==> src/rtl/pcs_pkg.sv <==
package pcs_pkg;
   // register map, byte addresses
   localparam logic [7:0] CTRL_OFS  = 8'h00;
   localparam logic [7:0] STAT_OFS  = 8'h04;
   localparam logic [7:0] RMCNT_OFS = 8'h08;
   localparam logic [1:0] CTRL_RST  = 2'h0;
   localparam int CTRL_WIDE_BIT     = 0;
   localparam int CTRL_RMEN_BIT     = 1;
   localparam logic [1:0] RESP_OK   = 2'h0;
   localparam logic [1:0] RESP_ERR  = 2'h2;
   // serial lane sync and rate match
   localparam logic [6:0] SYNC_COMMAS = 7'h7f;
   localparam logic [1:0] LOSS_ERRS   = 2'h3;
   localparam logic [7:0] GOOD_RUN    = 8'hff;
   localparam int RM_PPM              = 200;
   localparam logic [9:0] CTL_P = 10'h305;
   localparam logic [9:0] CTL_N = 10'h0fa;
   localparam logic [9:0] SKP_P = 10'h117;
   localparam logic [9:0] SKP_N = 10'h2e8;
   // four-lane deskew
   localparam logic [3:0] A_WINDOW = 4'ha;
   localparam logic [1:0] A_MORE   = 2'h3;
   localparam logic [2:0] A_MISS   = 3'h4;
   // special characters
   localparam logic [7:0] K28_0 = 8'h1c;
   localparam logic [7:0] K28_3 = 8'h7c;
   localparam logic [7:0] K28_4 = 8'h9c;
   localparam logic [7:0] K28_5 = 8'hbc;
   localparam logic [7:0] K27_7 = 8'hfb;
   localparam logic [7:0] K29_7 = 8'hfd;
   localparam logic [7:0] K30_7 = 8'hfe;
   localparam logic [7:0] X_IDLE  = 8'h07;
   localparam logic [7:0] X_SEQ   = 8'h9c;
   localparam logic [7:0] X_START = 8'hfb;
   localparam logic [7:0] X_TERM  = 8'hfd;
   localparam logic [7:0] X_ERR   = 8'hfe;

   typedef struct packed {
      logic       err;
      logic       k;
      logic [7:0] d;
   } sym_s;

   typedef enum logic [1:0] {SS_LOSS = 2'b01, SS_SYNC = 2'b10} ssync_e;
   typedef enum logic [2:0] {DS_IDLE = 3'b001, DS_CHECK = 3'b010, DS_ALIGN = 3'b100} dsk_e;
endpackage

==> src/rtl/pcs_align.sv <==
// Overview of operation
// - sync after 127 valid commas
// - lose sync at three code errors
// - 255 good groups decrement error count
// - commas matched as 10-bit patterns only
// - rate matcher absorbs 200 ppm total
// - K28.5 control, K29.7 skip, matched disparity
// - rate matcher runs only when synchronized
// - control then skip: insert or delete skip
// - one skip change per cluster at most
// - data byte encodes as data group
// - idle becomes K28.0, K28.5 after terminate
// - 9C FB FD FE mapped, others K30.7
// - inverse decode, invalid group gives FE
// - deskew starts when all lanes synced
// - pointers frozen until first align group
// - after align, write runs, read frozen
// - all aligns within ten cycles: release together
// - aligned after three more aligned columns
// - lanes_aligned output shows alignment
// - four misaligned columns drop alignment
// - serial mode has no deskew
//
// Design decisions made here: the register addresses and the AXI4-Lite register port.
`timescale 1ns/10ps
`default_nettype none
module pcs_align #(
   parameter int RM_DEPTH  = 8,
   parameter int DSK_DEPTH = 16
) (
   // clock and reset
   input  wire logic                  aclk,
   input  wire logic                  aresetn,
   // axi4-lite slave
   input  wire logic [7:0]            awaddr,
   input  wire logic                  awvalid,
   output logic                       awready,
   input  wire logic [31:0]           wdata,
   input  wire logic [3:0]            wstrb,
   input  wire logic                  wvalid,
   output logic                       wready,
   output logic [1:0]                 bresp,
   output logic                       bvalid,
   input  wire logic                  bready,
   input  wire logic [7:0]            araddr,
   input  wire logic                  arvalid,
   output logic                       arready,
   output logic [31:0]                rdata,
   output logic [1:0]                 rresp,
   output logic                       rvalid,
   input  wire logic                  rready,
   // single-lane receive
   input  wire logic [9:0]            ser_cg,
   input  wire logic                  ser_valid,
   input  wire logic                  ser_cg_err,
   input  wire logic                  rm_rd,
   output logic [9:0]                 rm_out,
   output logic                       rm_vld,
   output logic                       rm_ins,
   output logic                       rm_del,
   output logic                       rm_full,
   output logic                       rm_empty,
   output logic                       ser_sync,
   // four-lane receive
   input  wire pcs_pkg::sym_s [3:0]   lane_sym,
   input  wire logic [3:0]            lane_sync,
   output logic [31:0]                rxd,
   output logic [3:0]                 rxc,
   output logic                       lanes_aligned,
   // four-lane transmit
   input  wire logic [31:0]           txd,
   input  wire logic [3:0]            txc,
   output pcs_pkg::sym_s [3:0]        tx_sym
);
   localparam int RAW = $clog2(RM_DEPTH);
   localparam int DAW = $clog2(DSK_DEPTH);
   // thresholds leave room either way for one skip per cluster at 200 ppm
   localparam logic [RAW:0] RM_HI = (RAW+1)'((RM_DEPTH * 3) / 4);
   localparam logic [RAW:0] RM_LO = (RAW+1)'(RM_DEPTH / 4);
   localparam logic [RAW:0] RM_FULLV = (RAW+1)'(RM_DEPTH);

   if (RM_DEPTH < 4 || (1 << RAW) != RM_DEPTH) begin : g_rm_chk
      $error("RM_DEPTH must be a power of two, at least 4");
   end
   if (DSK_DEPTH < 16 || (1 << DAW) != DSK_DEPTH) begin : g_dsk_chk
      $error("DSK_DEPTH must be a power of two, at least 16");
   end

   ////////////////////////////////////////////////////////////////////////////
   logic [1:0]  ctrl_q;
   logic        aw_q, w_q;
   logic [7:0]  awa_q;
   logic [31:0] wd_q;
   logic [3:0]  ws_q;
   logic [7:0]  ins_cnt_q, del_cnt_q;
   logic        wide, rm_en;
   logic [1:0]  ec_q;
   logic [31:0] rd_mux;

   assign wide    = ctrl_q[pcs_pkg::CTRL_WIDE_BIT];
   assign rm_en   = ctrl_q[pcs_pkg::CTRL_RMEN_BIT];
   assign awready = !aw_q && !bvalid;
   assign wready  = !w_q && !bvalid;
   assign arready = !rvalid;

   always_comb begin
      case (araddr)
         pcs_pkg::CTRL_OFS:  rd_mux = {30'h0, ctrl_q};
         pcs_pkg::STAT_OFS:  rd_mux = {26'h0, rm_full, rm_empty, ec_q, lanes_aligned, ser_sync};
         pcs_pkg::RMCNT_OFS: rd_mux = {16'h0, del_cnt_q, ins_cnt_q};
         default:            rd_mux = 32'h0;
      endcase
   end

   always_ff @(posedge aclk) begin
      if (!aresetn) begin
         ctrl_q <= pcs_pkg::CTRL_RST;
         aw_q   <= 1'b0;
         w_q    <= 1'b0;
         awa_q  <= 8'h00;
         wd_q   <= 32'h0;
         ws_q   <= 4'h0;
         bvalid <= 1'b0;
         bresp  <= pcs_pkg::RESP_OK;
      end else begin
         if (awvalid && awready) begin
            aw_q  <= 1'b1;
            awa_q <= awaddr;
         end
         if (wvalid && wready) begin
            w_q  <= 1'b1;
            wd_q <= wdata;
            ws_q <= wstrb;
         end
         if (aw_q && w_q && !bvalid) begin
            aw_q   <= 1'b0;
            w_q    <= 1'b0;
            bvalid <= 1'b1;
            // status and counters are read-only, so a write there is an error
            bresp  <= (awa_q == pcs_pkg::CTRL_OFS) ? pcs_pkg::RESP_OK : pcs_pkg::RESP_ERR;
            if (awa_q == pcs_pkg::CTRL_OFS && ws_q[0]) begin
               ctrl_q <= wd_q[1:0];
            end
         end else if (bvalid && bready) begin
            bvalid <= 1'b0;
         end
      end
   end

   always_ff @(posedge aclk) begin
      if (!aresetn) begin
         rvalid <= 1'b0;
         rdata  <= 32'h0;
         rresp  <= pcs_pkg::RESP_OK;
      end else if (arvalid && arready) begin
         rvalid <= 1'b1;
         rdata  <= rd_mux;
         rresp  <= (araddr == pcs_pkg::CTRL_OFS || araddr == pcs_pkg::STAT_OFS ||
                    araddr == pcs_pkg::RMCNT_OFS) ? pcs_pkg::RESP_OK : pcs_pkg::RESP_ERR;
      end else if (rvalid && rready) begin
         rvalid <= 1'b0;
      end
   end

   ////////////////////////////////////////////////////////////////////////////
   pcs_pkg::ssync_e ss_q;
   logic [6:0]      cc_q;
   logic [7:0]      gc_q;
   logic            is_comma;

   assign is_comma = (ser_cg == pcs_pkg::CTL_P) || (ser_cg == pcs_pkg::CTL_N);
   assign ser_sync = (ss_q == pcs_pkg::SS_SYNC);

   always_ff @(posedge aclk) begin
      if (!aresetn) begin
         ss_q <= pcs_pkg::SS_LOSS;
         cc_q <= 7'h00;
         ec_q <= 2'h0;
         gc_q <= 8'h00;
      end else if (ser_valid) begin
         case (ss_q)
            pcs_pkg::SS_LOSS: begin
               if (ser_cg_err) begin
                  cc_q <= 7'h00;
               end else if (is_comma) begin
                  if (cc_q == pcs_pkg::SYNC_COMMAS - 7'h01) begin
                     ss_q <= pcs_pkg::SS_SYNC;
                     cc_q <= 7'h00;
                     ec_q <= 2'h0;
                     gc_q <= 8'h00;
                  end else begin
                     cc_q <= cc_q + 7'h01;
                  end
               end
            end
            pcs_pkg::SS_SYNC: begin
               if (ser_cg_err) begin
                  gc_q <= 8'h00;
                  if (ec_q == pcs_pkg::LOSS_ERRS - 2'h1) begin
                     ss_q <= pcs_pkg::SS_LOSS;
                     ec_q <= 2'h0;
                  end else begin
                     ec_q <= ec_q + 2'h1;
                  end
               end else if (gc_q == pcs_pkg::GOOD_RUN - 8'h01) begin
                  gc_q <= 8'h00;
                  if (ec_q != 2'h0) begin
                     ec_q <= ec_q - 2'h1;
                  end
               end else begin
                  gc_q <= gc_q + 8'h01;
               end
            end
            default: ss_q <= pcs_pkg::SS_LOSS;
         endcase
      end
   end

   ////////////////////////////////////////////////////////////////////////////
   logic [9:0]   rm_mem [RM_DEPTH];
   logic [RAW-1:0] rm_wp_q, rm_rp_q;
   logic [RAW:0] lvl_q;
   logic [1:0]   wl_q, rl_q;
   logic         wdone_q, rdone_q, rm_on, w_pair, r_pair, del_d, ins_d, rm_wr, rm_pop;
   logic [9:0]   head;

   assign rm_on    = rm_en && !wide && ser_sync;
   assign head     = rm_mem[rm_rp_q];
   assign rm_full  = (lvl_q == RM_FULLV);
   assign rm_empty = (lvl_q == '0);
   // a skip counts only behind the control of the same disparity
   assign w_pair = (wl_q[0] && ser_cg == pcs_pkg::SKP_P) || (wl_q[1] && ser_cg == pcs_pkg::SKP_N);
   assign r_pair = (rl_q[0] && head == pcs_pkg::SKP_P) || (rl_q[1] && head == pcs_pkg::SKP_N);
   assign del_d  = rm_on && ser_valid && w_pair && (lvl_q >= RM_HI) && !wdone_q;
   assign ins_d  = rm_on && rm_rd && !rm_empty && r_pair && (lvl_q <= RM_LO) && !rdone_q;
   assign rm_wr  = rm_on && ser_valid && !del_d && !rm_full;
   assign rm_pop = rm_on && rm_rd && !rm_empty && !ins_d;

   always_ff @(posedge aclk) begin
      if (rm_wr) begin
         rm_mem[rm_wp_q] <= ser_cg;
      end
   end

   always_ff @(posedge aclk) begin
      if (!aresetn || !rm_on) begin
         rm_wp_q <= '0;
         rm_rp_q <= '0;
         lvl_q   <= '0;
         wl_q    <= 2'h0;
         rl_q    <= 2'h0;
         wdone_q <= 1'b0;
         rdone_q <= 1'b0;
      end else begin
         rm_wp_q <= rm_wp_q + RAW'(rm_wr);
         rm_rp_q <= rm_rp_q + RAW'(rm_pop);
         lvl_q   <= lvl_q + (RAW+1)'(rm_wr) - (RAW+1)'(rm_pop);
         if (ser_valid) begin
            wl_q    <= w_pair ? wl_q : {ser_cg == pcs_pkg::CTL_N, ser_cg == pcs_pkg::CTL_P};
            wdone_q <= del_d || (w_pair && wdone_q);
         end
         if (rm_rd && !rm_empty) begin
            rl_q    <= r_pair ? rl_q : {head == pcs_pkg::CTL_N, head == pcs_pkg::CTL_P};
            rdone_q <= ins_d || (r_pair && rdone_q);
         end
      end
   end

   always_ff @(posedge aclk) begin
      if (!aresetn) begin
         rm_out    <= 10'h000;
         rm_vld    <= 1'b0;
         rm_ins    <= 1'b0;
         rm_del    <= 1'b0;
         ins_cnt_q <= 8'h00;
         del_cnt_q <= 8'h00;
      end else begin
         // with the matcher off the lane passes straight through
         rm_vld    <= rm_en ? (rm_on && rm_rd && !rm_empty) : ser_valid;
         rm_out    <= rm_en ? head : ser_cg;
         rm_ins    <= ins_d;
         rm_del    <= del_d;
         ins_cnt_q <= ins_cnt_q + 8'(ins_d);
         del_cnt_q <= del_cnt_q + 8'(del_d);
      end
   end

   ////////////////////////////////////////////////////////////////////////////
   function automatic pcs_pkg::sym_s enc(input logic c, input logic [7:0] d, input logic after_t);
      enc = '{err: 1'b0, k: c, d: d};
      if (c) begin
         case (d)
            pcs_pkg::X_IDLE:  enc.d = after_t ? pcs_pkg::K28_5 : pcs_pkg::K28_0;
            pcs_pkg::X_SEQ:   enc.d = pcs_pkg::K28_4;
            pcs_pkg::X_START: enc.d = pcs_pkg::K27_7;
            pcs_pkg::X_TERM:  enc.d = pcs_pkg::K29_7;
            default:          enc.d = pcs_pkg::K30_7;
         endcase
      end
   endfunction

   function automatic logic [8:0] dec(input pcs_pkg::sym_s s);
      dec = {1'b1, pcs_pkg::X_ERR};
      if (!s.err && !s.k) begin
         dec = {1'b0, s.d};
      end else if (!s.err) begin
         case (s.d)
            pcs_pkg::K28_0, pcs_pkg::K28_3, pcs_pkg::K28_5: dec = {1'b1, pcs_pkg::X_IDLE};
            pcs_pkg::K28_4: dec = {1'b1, pcs_pkg::X_SEQ};
            pcs_pkg::K27_7: dec = {1'b1, pcs_pkg::X_START};
            pcs_pkg::K29_7: dec = {1'b1, pcs_pkg::X_TERM};
            default:        dec = {1'b1, pcs_pkg::X_ERR};
         endcase
      end
   endfunction

   logic            tpend_q;
   logic            t_run;
   logic            t_here;
   pcs_pkg::sym_s [3:0] tx_d;

   always_comb begin
      t_run  = tpend_q;
      t_here = 1'b0;
      for (int i = 0; i < 4; i++) begin
         tx_d[i] = enc(txc[i], txd[i*8 +: 8], t_run);
         t_here  = t_here || (txc[i] && txd[i*8 +: 8] == pcs_pkg::X_TERM);
         t_run   = tpend_q || t_here;
      end
   end

   always_ff @(posedge aclk) begin
      if (!aresetn) begin
         tx_sym  <= '0;
         tpend_q <= 1'b0;
      end else begin
         tx_sym  <= tx_d;
         // idle in the column after a terminate column also uses K28.5
         // a terminate in two columns running keeps the next column on K28.5 too
         tpend_q <= t_here;
      end
   end

   ////////////////////////////////////////////////////////////////////////////
   pcs_pkg::dsk_e ds_q;
   pcs_pkg::sym_s [3:0] hd;
   logic [3:0] a_in, a_hd, wr_go_q, ovf;
   logic [3:0] win_q;
   logic [1:0] chk_q;
   logic [2:0] mis_q;
   logic       run, rd_go, rel, abort, clr, all_a, mis_col;

   assign run     = wide && (&lane_sync);
   assign rd_go   = (ds_q != pcs_pkg::DS_IDLE);
   assign rel     = (ds_q == pcs_pkg::DS_IDLE) && run && (&(wr_go_q | a_in)) &&
                    (win_q < pcs_pkg::A_WINDOW);
   assign abort   = (ds_q == pcs_pkg::DS_IDLE) && (|wr_go_q) && !rel &&
                    ((win_q >= pcs_pkg::A_WINDOW) || (|ovf));
   assign all_a   = &a_hd;
   assign mis_col = (|a_hd) && !all_a;
   assign clr     = !run || abort ||
                    (ds_q == pcs_pkg::DS_CHECK && mis_col) ||
                    (ds_q == pcs_pkg::DS_ALIGN && mis_col && mis_q == pcs_pkg::A_MISS - 3'h1);
   assign lanes_aligned = (ds_q == pcs_pkg::DS_ALIGN);

   for (genvar i = 0; i < 4; i++) begin : g_lane
      pcs_pkg::sym_s  mem [DSK_DEPTH];
      logic [DAW-1:0] wp_q, rp_q;
      logic           we;

      assign a_in[i] = !lane_sym[i].err && lane_sym[i].k && lane_sym[i].d == pcs_pkg::K28_3;
      assign a_hd[i] = rd_go && !hd[i].err && hd[i].k && hd[i].d == pcs_pkg::K28_3;
      assign we      = run && (wr_go_q[i] || a_in[i]);
      assign hd[i]   = mem[rp_q];
      assign ovf[i]  = (wp_q - rp_q) == DAW'(DSK_DEPTH - 1);

      always_ff @(posedge aclk) begin
         if (we) begin
            mem[wp_q] <= lane_sym[i];
         end
      end

      always_ff @(posedge aclk) begin
         if (!aresetn || clr) begin
            wp_q       <= '0;
            rp_q       <= '0;
            wr_go_q[i] <= 1'b0;
         end else begin
            wp_q       <= wp_q + DAW'(we);
            rp_q       <= rp_q + DAW'(rd_go);
            wr_go_q[i] <= wr_go_q[i] || (run && a_in[i]);
         end
      end

      AST_FROZEN: assert property (@(posedge aclk) disable iff (!aresetn)
         (!wr_go_q[i] && !rd_go) |=> $stable(rp_q) && (wp_q <= DAW'(1)))
         else $error("deskew pointers moved before first align");
   end

   always_ff @(posedge aclk) begin
      if (!aresetn || clr) begin
         ds_q  <= pcs_pkg::DS_IDLE;
         win_q <= 4'h0;
         chk_q <= 2'h0;
         mis_q <= 3'h0;
      end else begin
         win_q <= (|wr_go_q && win_q != 4'hf) ? win_q + 4'h1 : win_q;
         case (ds_q)
            pcs_pkg::DS_IDLE: begin
               if (rel) begin
                  ds_q <= pcs_pkg::DS_CHECK;
               end
            end
            pcs_pkg::DS_CHECK: begin
               if (all_a) begin
                  if (chk_q == pcs_pkg::A_MORE) begin
                     ds_q <= pcs_pkg::DS_ALIGN;
                  end else begin
                     chk_q <= chk_q + 2'h1;
                  end
               end
            end
            pcs_pkg::DS_ALIGN: begin
               if (all_a) begin
                  mis_q <= 3'h0;
               end else if (mis_col) begin
                  mis_q <= mis_q + 3'h1;
               end
            end
            default: ds_q <= pcs_pkg::DS_IDLE;
         endcase
      end
   end

   always_ff @(posedge aclk) begin
      if (!aresetn || !rd_go) begin
         rxd <= {4{pcs_pkg::X_IDLE}};
         rxc <= 4'hf;
      end else begin
         for (int i = 0; i < 4; i++) begin
            {rxc[i], rxd[i*8 +: 8]} <= dec(hd[i]);
         end
      end
   end

   ////////////////////////////////////////////////////////////////////////////
   AST_SYNC127: assert property (@(posedge aclk) disable iff (!aresetn)
      $rose(ser_sync) |-> $past(cc_q) == 7'h7e && $past(is_comma))
      else $error("sync declared without 127 commas");
   AST_ERR3: assert property (@(posedge aclk) disable iff (!aresetn)
      (ser_sync && ser_valid && ser_cg_err && ec_q == 2'h2) |=> !ser_sync)
      else $error("sync kept after third error");
   AST_GOOD255: assert property (@(posedge aclk) disable iff (!aresetn)
      (ser_sync && ser_valid && !ser_cg_err && gc_q == 8'hfe && ec_q == 2'h2) |=> ec_q == 2'h1)
      else $error("error count not reduced after good run");
   AST_RM_SYNC: assert property (@(posedge aclk) disable iff (!aresetn)
      (rm_ins || rm_del) |-> $past(ser_sync))
      else $error("rate matcher acted without sync");
   AST_RM_ONCE: assert property (@(posedge aclk) disable iff (!aresetn)
      rm_del |-> !$past(wdone_q))
      else $error("second skip deleted in one cluster");
   AST_TX_DATA: assert property (@(posedge aclk) disable iff (!aresetn)
      !txc[0] |=> !tx_sym[0].k && tx_sym[0].d == $past(txd[7:0]))
      else $error("data byte not passed as data group");
   AST_TX_BAD: assert property (@(posedge aclk) disable iff (!aresetn)
      (txc[1] && txd[15:8] == 8'h55) |=> tx_sym[1].k && tx_sym[1].d == pcs_pkg::K30_7)
      else $error("invalid control not sent as error");
   AST_RX_BAD: assert property (@(posedge aclk) disable iff (!aresetn)
      (rd_go && run && hd[2].err) |=> rxc[2] && rxd[23:16] == pcs_pkg::X_ERR)
      else $error("invalid group not decoded as error");
   AST_START: assert property (@(posedge aclk) disable iff (!aresetn)
      !run |=> !rd_go && wr_go_q == 4'h0)
      else $error("deskew active without all lanes synced");
   AST_ALIGN4: assert property (@(posedge aclk) disable iff (!aresetn)
      $rose(lanes_aligned) |-> $past(chk_q) == 2'h3 && $past(all_a))
      else $error("alignment declared too early");
   AST_DROP4: assert property (@(posedge aclk) disable iff (!aresetn)
      (lanes_aligned && mis_col && mis_q == 3'h3 && run) |=> !lanes_aligned)
      else $error("alignment kept after four misaligned columns");
   AST_RESET: assert property (@(posedge aclk)
      !aresetn |=> !ser_sync && !lanes_aligned && !rm_vld)
      else $error("state not cleared by reset");
   COV_SYNC:  cover property (@(posedge aclk) disable iff (!aresetn) $rose(ser_sync));
   COV_ALIGN: cover property (@(posedge aclk) disable iff (!aresetn) $rose(lanes_aligned));
   COV_INS:   cover property (@(posedge aclk) disable iff (!aresetn) rm_ins);
   COV_DEL:   cover property (@(posedge aclk) disable iff (!aresetn) rm_del);
endmodule
`default_nettype wire

==> config.mk <==
export PLATFORM = sky130hd
export DESIGN_NAME = pcs_align
export DESIGN_NICKNAME = d
export VERILOG_FILES = /design/src/rtl/pcs_pkg.sv /design/src/rtl/pcs_align.sv
export SDC_FILE = /design/constraint.sdc
export NUM_CORES = 1
export LEC_CHECK = 0
export ABC_AREA = 1
export BUFFER_PORTS_ARGS = -buffer_cell sky130_fd_sc_hd__buf_2
export CORE_ASPECT_RATIO = 1.75
export CORE_UTILIZATION = 35
export CTS_CLUSTER_DIAMETER = 40
export CTS_CLUSTER_SIZE = 10
export DETAILED_ROUTE_END_ITERATION = 8
export PLACE_DENSITY = 0.55
export SLEW_MARGIN = 20
export SYNTH_ARGS = -nofsm -noshare
export SYNTH_HDL_FRONTEND = slang
export SYNTH_SLANG_ARGS = --single-unit
export TNS_END_PERCENT = 20
==> constraint.sdc <==
create_clock -name aclk -period 7.85 [get_ports aclk]
set_input_delay 1.1775 -clock aclk [delete_from_list [all_inputs] [get_ports aclk]]
set_output_delay 1.1775 -clock aclk [all_outputs]
set_load 0.1 [all_outputs]
* After elaboration in Yosys (flattened, before gate mapping)
Memory sizes are Yosys's and may differ from the RTL's. A register that Yosys moved wholly into a read port is not among the register bits. Cells that the tools add are included.
Storage, ports and cells: memories 5, input bits 152, memory bits (writable) 720, register bits after elaboration 242, output and inout bits 134, word-level logic and storage cells 423
Operators by class: muxes and demuxes 77, $add $sub $neg 25, bitwise operators 6, equality and inequality tests 81, order comparisons 4, reduce and logical (&&, ||, !) cells 166
Memory list:
- g_lane[0].mem | depth 16, width 10, rd ports 1, clocked after Yosys merged registers in 1, write ports 1, RTL line pcs_align.sv:367 | pcs_pkg::sym_s mem [DSK_DEPTH];
- g_lane[1].mem | depth 16, width 10, rd ports 1, clocked after Yosys merged registers in 1, write ports 1, RTL line pcs_align.sv:367
- g_lane[2].mem | depth 16, width 10, rd ports 1, clocked after Yosys merged registers in 1, write ports 1, RTL line pcs_align.sv:367
- g_lane[3].mem | depth 16, width 10, rd ports 1, clocked after Yosys merged registers in 1, write ports 1, RTL line pcs_align.sv:367
- rm_mem | depth 8, width 10, rd ports 1, clocked after Yosys merged registers in 1, write ports 1, RTL line pcs_align.sv:220 | logic [9:0] rm_mem [RM_DEPTH];
Operators with widths (number):
- $pmux W8 S4 | 8
- $eq A8 B8 Y1 const B | 29
- $mux W8 | 17
- $logic_and A1 B1 Y1 | 79
- $eq A8 B7 Y1 const B | 8
- $pmux W16 S3 | 1
- $eq A10 B10 Y1 const B | 4
- $eq A8 B3 Y1 const B | 5
- $add A4 B1 Y4 | 9
- $mux W9 | 4
- $eq A8 B5 Y1 const B | 4
- $logic_not A1 Y1 | 29
- $logic_or A1 B1 Y1 | 28
- $mux W2 | 14
- $mux W7 | 3
- $eq A10 B8 Y1 const B | 2
- $eq A10 B9 Y1 const B | 2
- $eq A4 B4 Y1 const B | 5
- $mux W3 | 6
- $add A8 B1 Y8 | 2
- $logic_not A8 Y1 | 2
- $mux W4 | 4
- $pmux W8 S2 | 1
- $reduce_and A4 Y1 | 4
- 41 further kinds | 89

* Longest topological paths before layout
depth after elaboration 15, depth in mapped cells 24, mapped depth without buffers 21

* Worst setup path before layout
No wires, ideal clock.
path kind flip-flop to flip-flop, start point register lvl_q[2], end point register lvl_q[2], stages on the path, launching flop included 18, arrival time 4.396 ns, period minus slack after synthesis 4.523 ns, setup slack 3.327 ns, path buffers 0, required time 7.723 ns, setup time 0.127 ns, cell sequence dfxtp_1 inv_1 ha_1 inv_1 nor3_1 nor2_1 nand2_1 a211oi_1 nand2_1 inv_1 nor2_1 ha_1 inv_1 ha_1 inv_1 fa_1 xor2_1 nor2_1
On the way: longest elaborated chain between the ends 9, elaborated cells on any way between the ends 19, those cells by class 2 x add/sub; 2 x order compare; 1 x eq/ne; 14 x reduce/logical
Ends and longest elaborated chain:
- start, declared | RTL line pcs_align.sv:222 | logic [RAW:0] lvl_q;
- start signal, assigned | RTL line pcs_align.sv:257 | lvl_q <= lvl_q + (RAW+1)'(rm_wr) - (RAW+1)'(rm_pop);
- $logic_not A4 Y1 | RTL line pcs_align.sv:230 | assign rm_empty = (lvl_q == '0);
- named net rm_empty | RTL line pcs_align.sv:62 | output logic rm_empty,
- $logic_not A1 Y1 | RTL line pcs_align.sv:235 | assign ins_d = rm_on && rm_rd && !rm_empty && r_pair && (lvl_q <= RM_LO) && !rdone_q;
- $logic_and A1 B1 Y1 (4 in series) | RTL line pcs_align.sv:235
- named net ins_d | RTL line pcs_align.sv:224 | logic wdone_q, rdone_q, rm_on, w_pair, r_pair, del_d, ins_d, rm_wr, rm_pop;
- $logic_not A1 Y1 | RTL line pcs_align.sv:237 | assign rm_pop = rm_on && rm_rd && !rm_empty && !ins_d;
- $logic_and A1 B1 Y1 | RTL line pcs_align.sv:237
- $sub A4 B1 Y4 | RTL line pcs_align.sv:257
The timed path passes the listed nets, and every way through them passes these cells. A chain may end at the register's enable or synchronous reset.

* Worst setup path after layout
start point register g_lane[3].rp_q[0], end point register g_lane[2].wp_q[3]
On the way: longest elaborated chain between the ends 9
Ends and longest elaborated chain:
- start, declared | RTL line pcs_align.sv:368 | logic [DAW-1:0] wp_q, rp_q;
- start signal, assigned | RTL line pcs_align.sv:390 | rp_q <= rp_q + DAW'(rd_go);
- $sub A4 B4 Y4 | RTL line pcs_align.sv:375 | assign ovf[i] = (wp_q - rp_q) == DAW'(DSK_DEPTH - 1);
- $eq A4 B4 Y1 | RTL line pcs_align.sv:375
- $reduce_or A4 Y1 | RTL line pcs_align.sv:358 | ((win_q >= pcs_pkg::A_WINDOW) || (|ovf));
- $logic_or A1 B1 Y1 | RTL line pcs_align.sv:358
- $logic_and A1 B1 Y1 | RTL line pcs_align.sv:357 | assign abort = (ds_q == pcs_pkg::DS_IDLE) && (|wr_go_q) && !rel &&
- $logic_or A1 B1 Y1 (2 in series) | RTL line pcs_align.sv:361 | assign clr = !run || abort ||
- $logic_or A1 B1 Y1 | RTL line pcs_align.sv:362 | (ds_q == pcs_pkg::DS_CHECK && mis_col) ||
- $logic_or A1 B1 Y1 | RTL line pcs_align.sv:384 | if (!aresetn || clr) begin
- end signal, assigned | RTL line pcs_align.sv:389 | wp_q <= wp_q + DAW'(we);
- end, declared | RTL line pcs_align.sv:368
No other way between the ends.

==> flow_summary_export.csv <==
group,metric,value,unit
status,status,"finished, final reports clean",
clock_network,clk_path_buf_depth,3,
synthesis,synth_common_cells,"nand2_1, edfxtp_1, nor2_1",
sta,final.setup.tns,0,ns
min_path,hp-class,"reg2reg",
sta,hold_viol_final,0,
clock_network,htreeDepth,3,
routing,drcViolationCount,0,
power,swShare,0.223,
flow_run,cap_violations,0,
synthesis,synth_top_area_frac,0.532,
clock_network,clkTransAtPathRegs,0.06,ns
routing,ant_nets,0,
clock_network,clockRootBuffer,"clkbuf_16",
power,p_leak,17.9,nW
power,clkPwrFrac,0.464,
clock_network,clock-sinks,940,
global_route,antenna_found_initial,11,
global_route,grtUsageTotal,0.176,
final_layout,nets,4493,
routing,wirelength,103,mm
routing,wl_per_cell,17.6,um
min_path,holdPathEnd,"del_cnt_q[7]",
clock_network,cts_resized,0,
synthesis,synth_area_leaders,"edfxtp_1, dfxtp_1, nand2_1, nand3_1, nor2_1",
die,die-area,117000,um^2
routing,drt_iter0_markers,1820,
clock_network,clock_latency,0.72,ns
routing,vias,28400,
routing,firstDrtPassIters,8,
synthesis,ys_seq_area_frac,0.641,
power,combPwrFrac,0.035,
final_layout,drive_gt1_frac,0.120,
final_layout,area_growth,14.9,%
synthesis,syn_area_per_cell,10.1,um^2
global_route,grt_pass1_vias,27700,
power,powerDensity,230,nW/um^2
sta,max_freq,227,MHz
die,rows,165,
synthesis,synth_top_flop_cell,"edfxtp_1",
power,switchingPower,0.00239,W
placement,dp_slack,3.17,ns
die,core,115000,um^2
synthesis,synth-edff-count,720,
power,p_int,0.00835,W
global_route,grt_max_degree,86,
synthesis,yosysWarnings,0,
power,seq_power_share,0.501,
power,max-vdd-ir-drop,0.000179,V
sta,fin_crit_sh,0.562,
worst_setup_path,endpoint_kind,"flop",
die,io_pins,286,
routing,via_per_inst,4.84,
sta,slew_headroom,0.236,
synthesis,yosys.cell_count.top_type,"nand2_1",
sta,rsz0062_at_grt,"false",
die,start_util,0.352,
worst_setup_path,crit_type,"reg2reg",
synthesis,async_reset_ff_frac,0,
clock_network,cts_tree,"yes",
worst_setup_path,reg2reg_from,"g_lane[3].rp_q[0]",
worst_setup_path,worstPathRequired,8.41,ns
placement,port_buffers,230,
clock_network,holdBufCountCts,0,
placement,place.gp.congestion,0.861,
synthesis,syn_inst,4035,
min_path,worst_hold_path.num_cells,1,
placement,dp.final_hpwl,68.3,mm
synthesis,netlist_area,40600,um^2
global_route,grt_pass1_wl,158,mm
synthesis,synth_cell_type_count,54,
sta,worstMarginPinSlew,1.14,ns
sta,min_period,4.41,ns
sta,skew,0.0288,ns
worst_setup_path,arrival,4.97,ns
global_route,overflow,0,
worst_setup_path,path_max_fanout,52,
worst_setup_path,cp-start-kind,"flop",
sta,slew_viol_final,0,
die,die_w,260,um
die,die_h,453,um
clock_network,cts_setup_buffers,0,
synthesis,synth_area_leader_cell,"edfxtp_1",
worst_setup_path,r2r_end,"g_lane[2].wp_q[3]",
worst_setup_path,rr_worst_depth,18,
worst_setup_path,r2r_setup_slack,3.44,ns
sta,finalSetupViolCount,0,
min_path,min_from,"del_cnt_q[7]",
sta,layout_setup_ws,3.44,ns
clock_network,cts_made_buffers,116,
synthesis,ys_ff_latch,940,
-- state kept, by name, indices dropped and copies added (netlist names), 3 cells and up --
register and flops:
g_lane.mem 640, cc_q 7, ins_cnt_q 8, rm_mem 80, wr_go_q 4, ds_q 3
g_lane.wp_q 16, awa_q 8, gc_q 8, rm_out 10, del_cnt_q 8, rm_rp_q 3
mis_q 3, rm_wp_q 3, rdata 16, lvl_q 4, tx_sym 36, g_lane.rp_q 16
rxc 4, win_q 4, rxd 32
-- layout make-up --
type,instances,area (um^2)
tap,1503,1880
fill,11100,68700
sequential,940,26000
inverter,404,1520
multi-input combinational,2527,12100
clock buffer,186,3270
clock inverter,28,305
antenna,2,5.00
timing repair buffer,291,1610
-- stage by stage --
step                std cells  hold WS (ns)  total power [W]  utilization  area, um^2
floorplan                4056         0.423          0.00573            -       40700
global placement         5665         0.439          0.00585        0.373       43100
detailed placement       5665         0.448          0.00586        0.373       43100
CTS                      5879         0.457           0.0109        0.404       46600
global route             5880         0.484           0.0111        0.404       46700
finish                   5881         0.459           0.0107        0.404       46700
-- placed cells by master, fill, tap and decap left out, types with 101 or more instances in the layout --
| master | netlist | final |
|---|---|---|
| nand3_1 | 386 | 386 |
| nor2_1 | 497 | 483 |
| o21ai_0 | 211 | 211 |
| inv_1 | 381 | 381 |
| nand2_1 | 914 | 914 |
| edfxtp_1 | 720 | 720 |
| dfxtp_1 | 220 | 216 |
| buf_2 | 44 | 230 |
| a21oi_1 | 101 | 101 |
| clkbuf_16 | 0 | 119 |
-- power by group through the flow --
stage                     sequential (W)  combinational [W]  clock [W]
after floorplan                  0.00560           0.000125          0
after global placement           0.00548           0.000370          0
after detailed placement         0.00548           0.000373          0
after CTS                        0.00538           0.000374    0.00510
after global routing             0.00538           0.000396    0.00529
final                            0.00538           0.000371    0.00498
-- per-layer routing --
layer / routed length, um / global-route usage / part of all wire / vias up
li1: - / - / - / 14000
met4: 3270 / 0.0729 / 0.032 / 12
met1: 40300 / 0.195 / 0.39 / 13500
met5: 85 / 0 / 0.00082 / -
met2: 55200 / 0.329 / 0.53 / 676
met3: 4560 / 0.0275 / 0.044 / 204
-- cells by family (layout without fill, tap and decap cells) --
family,count (synthesis),in the layout,synth area share
xor+xnor,28,28,0.00604
simple gates,1948,1948,0.204
other cells,1,24,0.0000923
flops,940,940,0.641
fa+ha+maj,61,61,0.0197
mux,1,1,0.000246
compound gates,467,467,0.0643
buf+inv,589,909,0.0654
-- how the worst max path moves through the flow --
stage	from	to	slack, ns	cells after the start
global route	g_lane[0].rp_q[0]	chk_q[1]	3.01	16
finish	g_lane[3].rp_q[0]	g_lane[2].wp_q[3]	3.44	18
floorplan	lvl_q[2]	lvl_q[2]	3.33	17
global placement	lane_sym[13]	g_lane[1].mem[10][7]	3.19	9
CTS	g_lane[0].rp_q[0]	g_lane[2].wp_q[3]	3.32	16
detailed placement	lane_sym[13]	g_lane[1].mem[8][0]	3.17	9
-- critical path, cell delays in order, from the launching register on --
cell,delay (ns)
dfxtp_2,0.31
buf_4,0.28
inv_2,0.47
buf_4,0.52
nand2_1,0.10
nand2_1,0.08
nand2_1,0.05
nand3_1,0.17
nand3_1,0.15
nand2_1,0.18
nand2_2,0.10
nor2_2,0.17
nand3_2,0.20
nand2_1,0.17
nor2_2,0.06
nor2_4,0.11
nand3_1,0.15
nand2_4,0.80
nor2_1,0.11
Power figures use the tool's default switching activity.
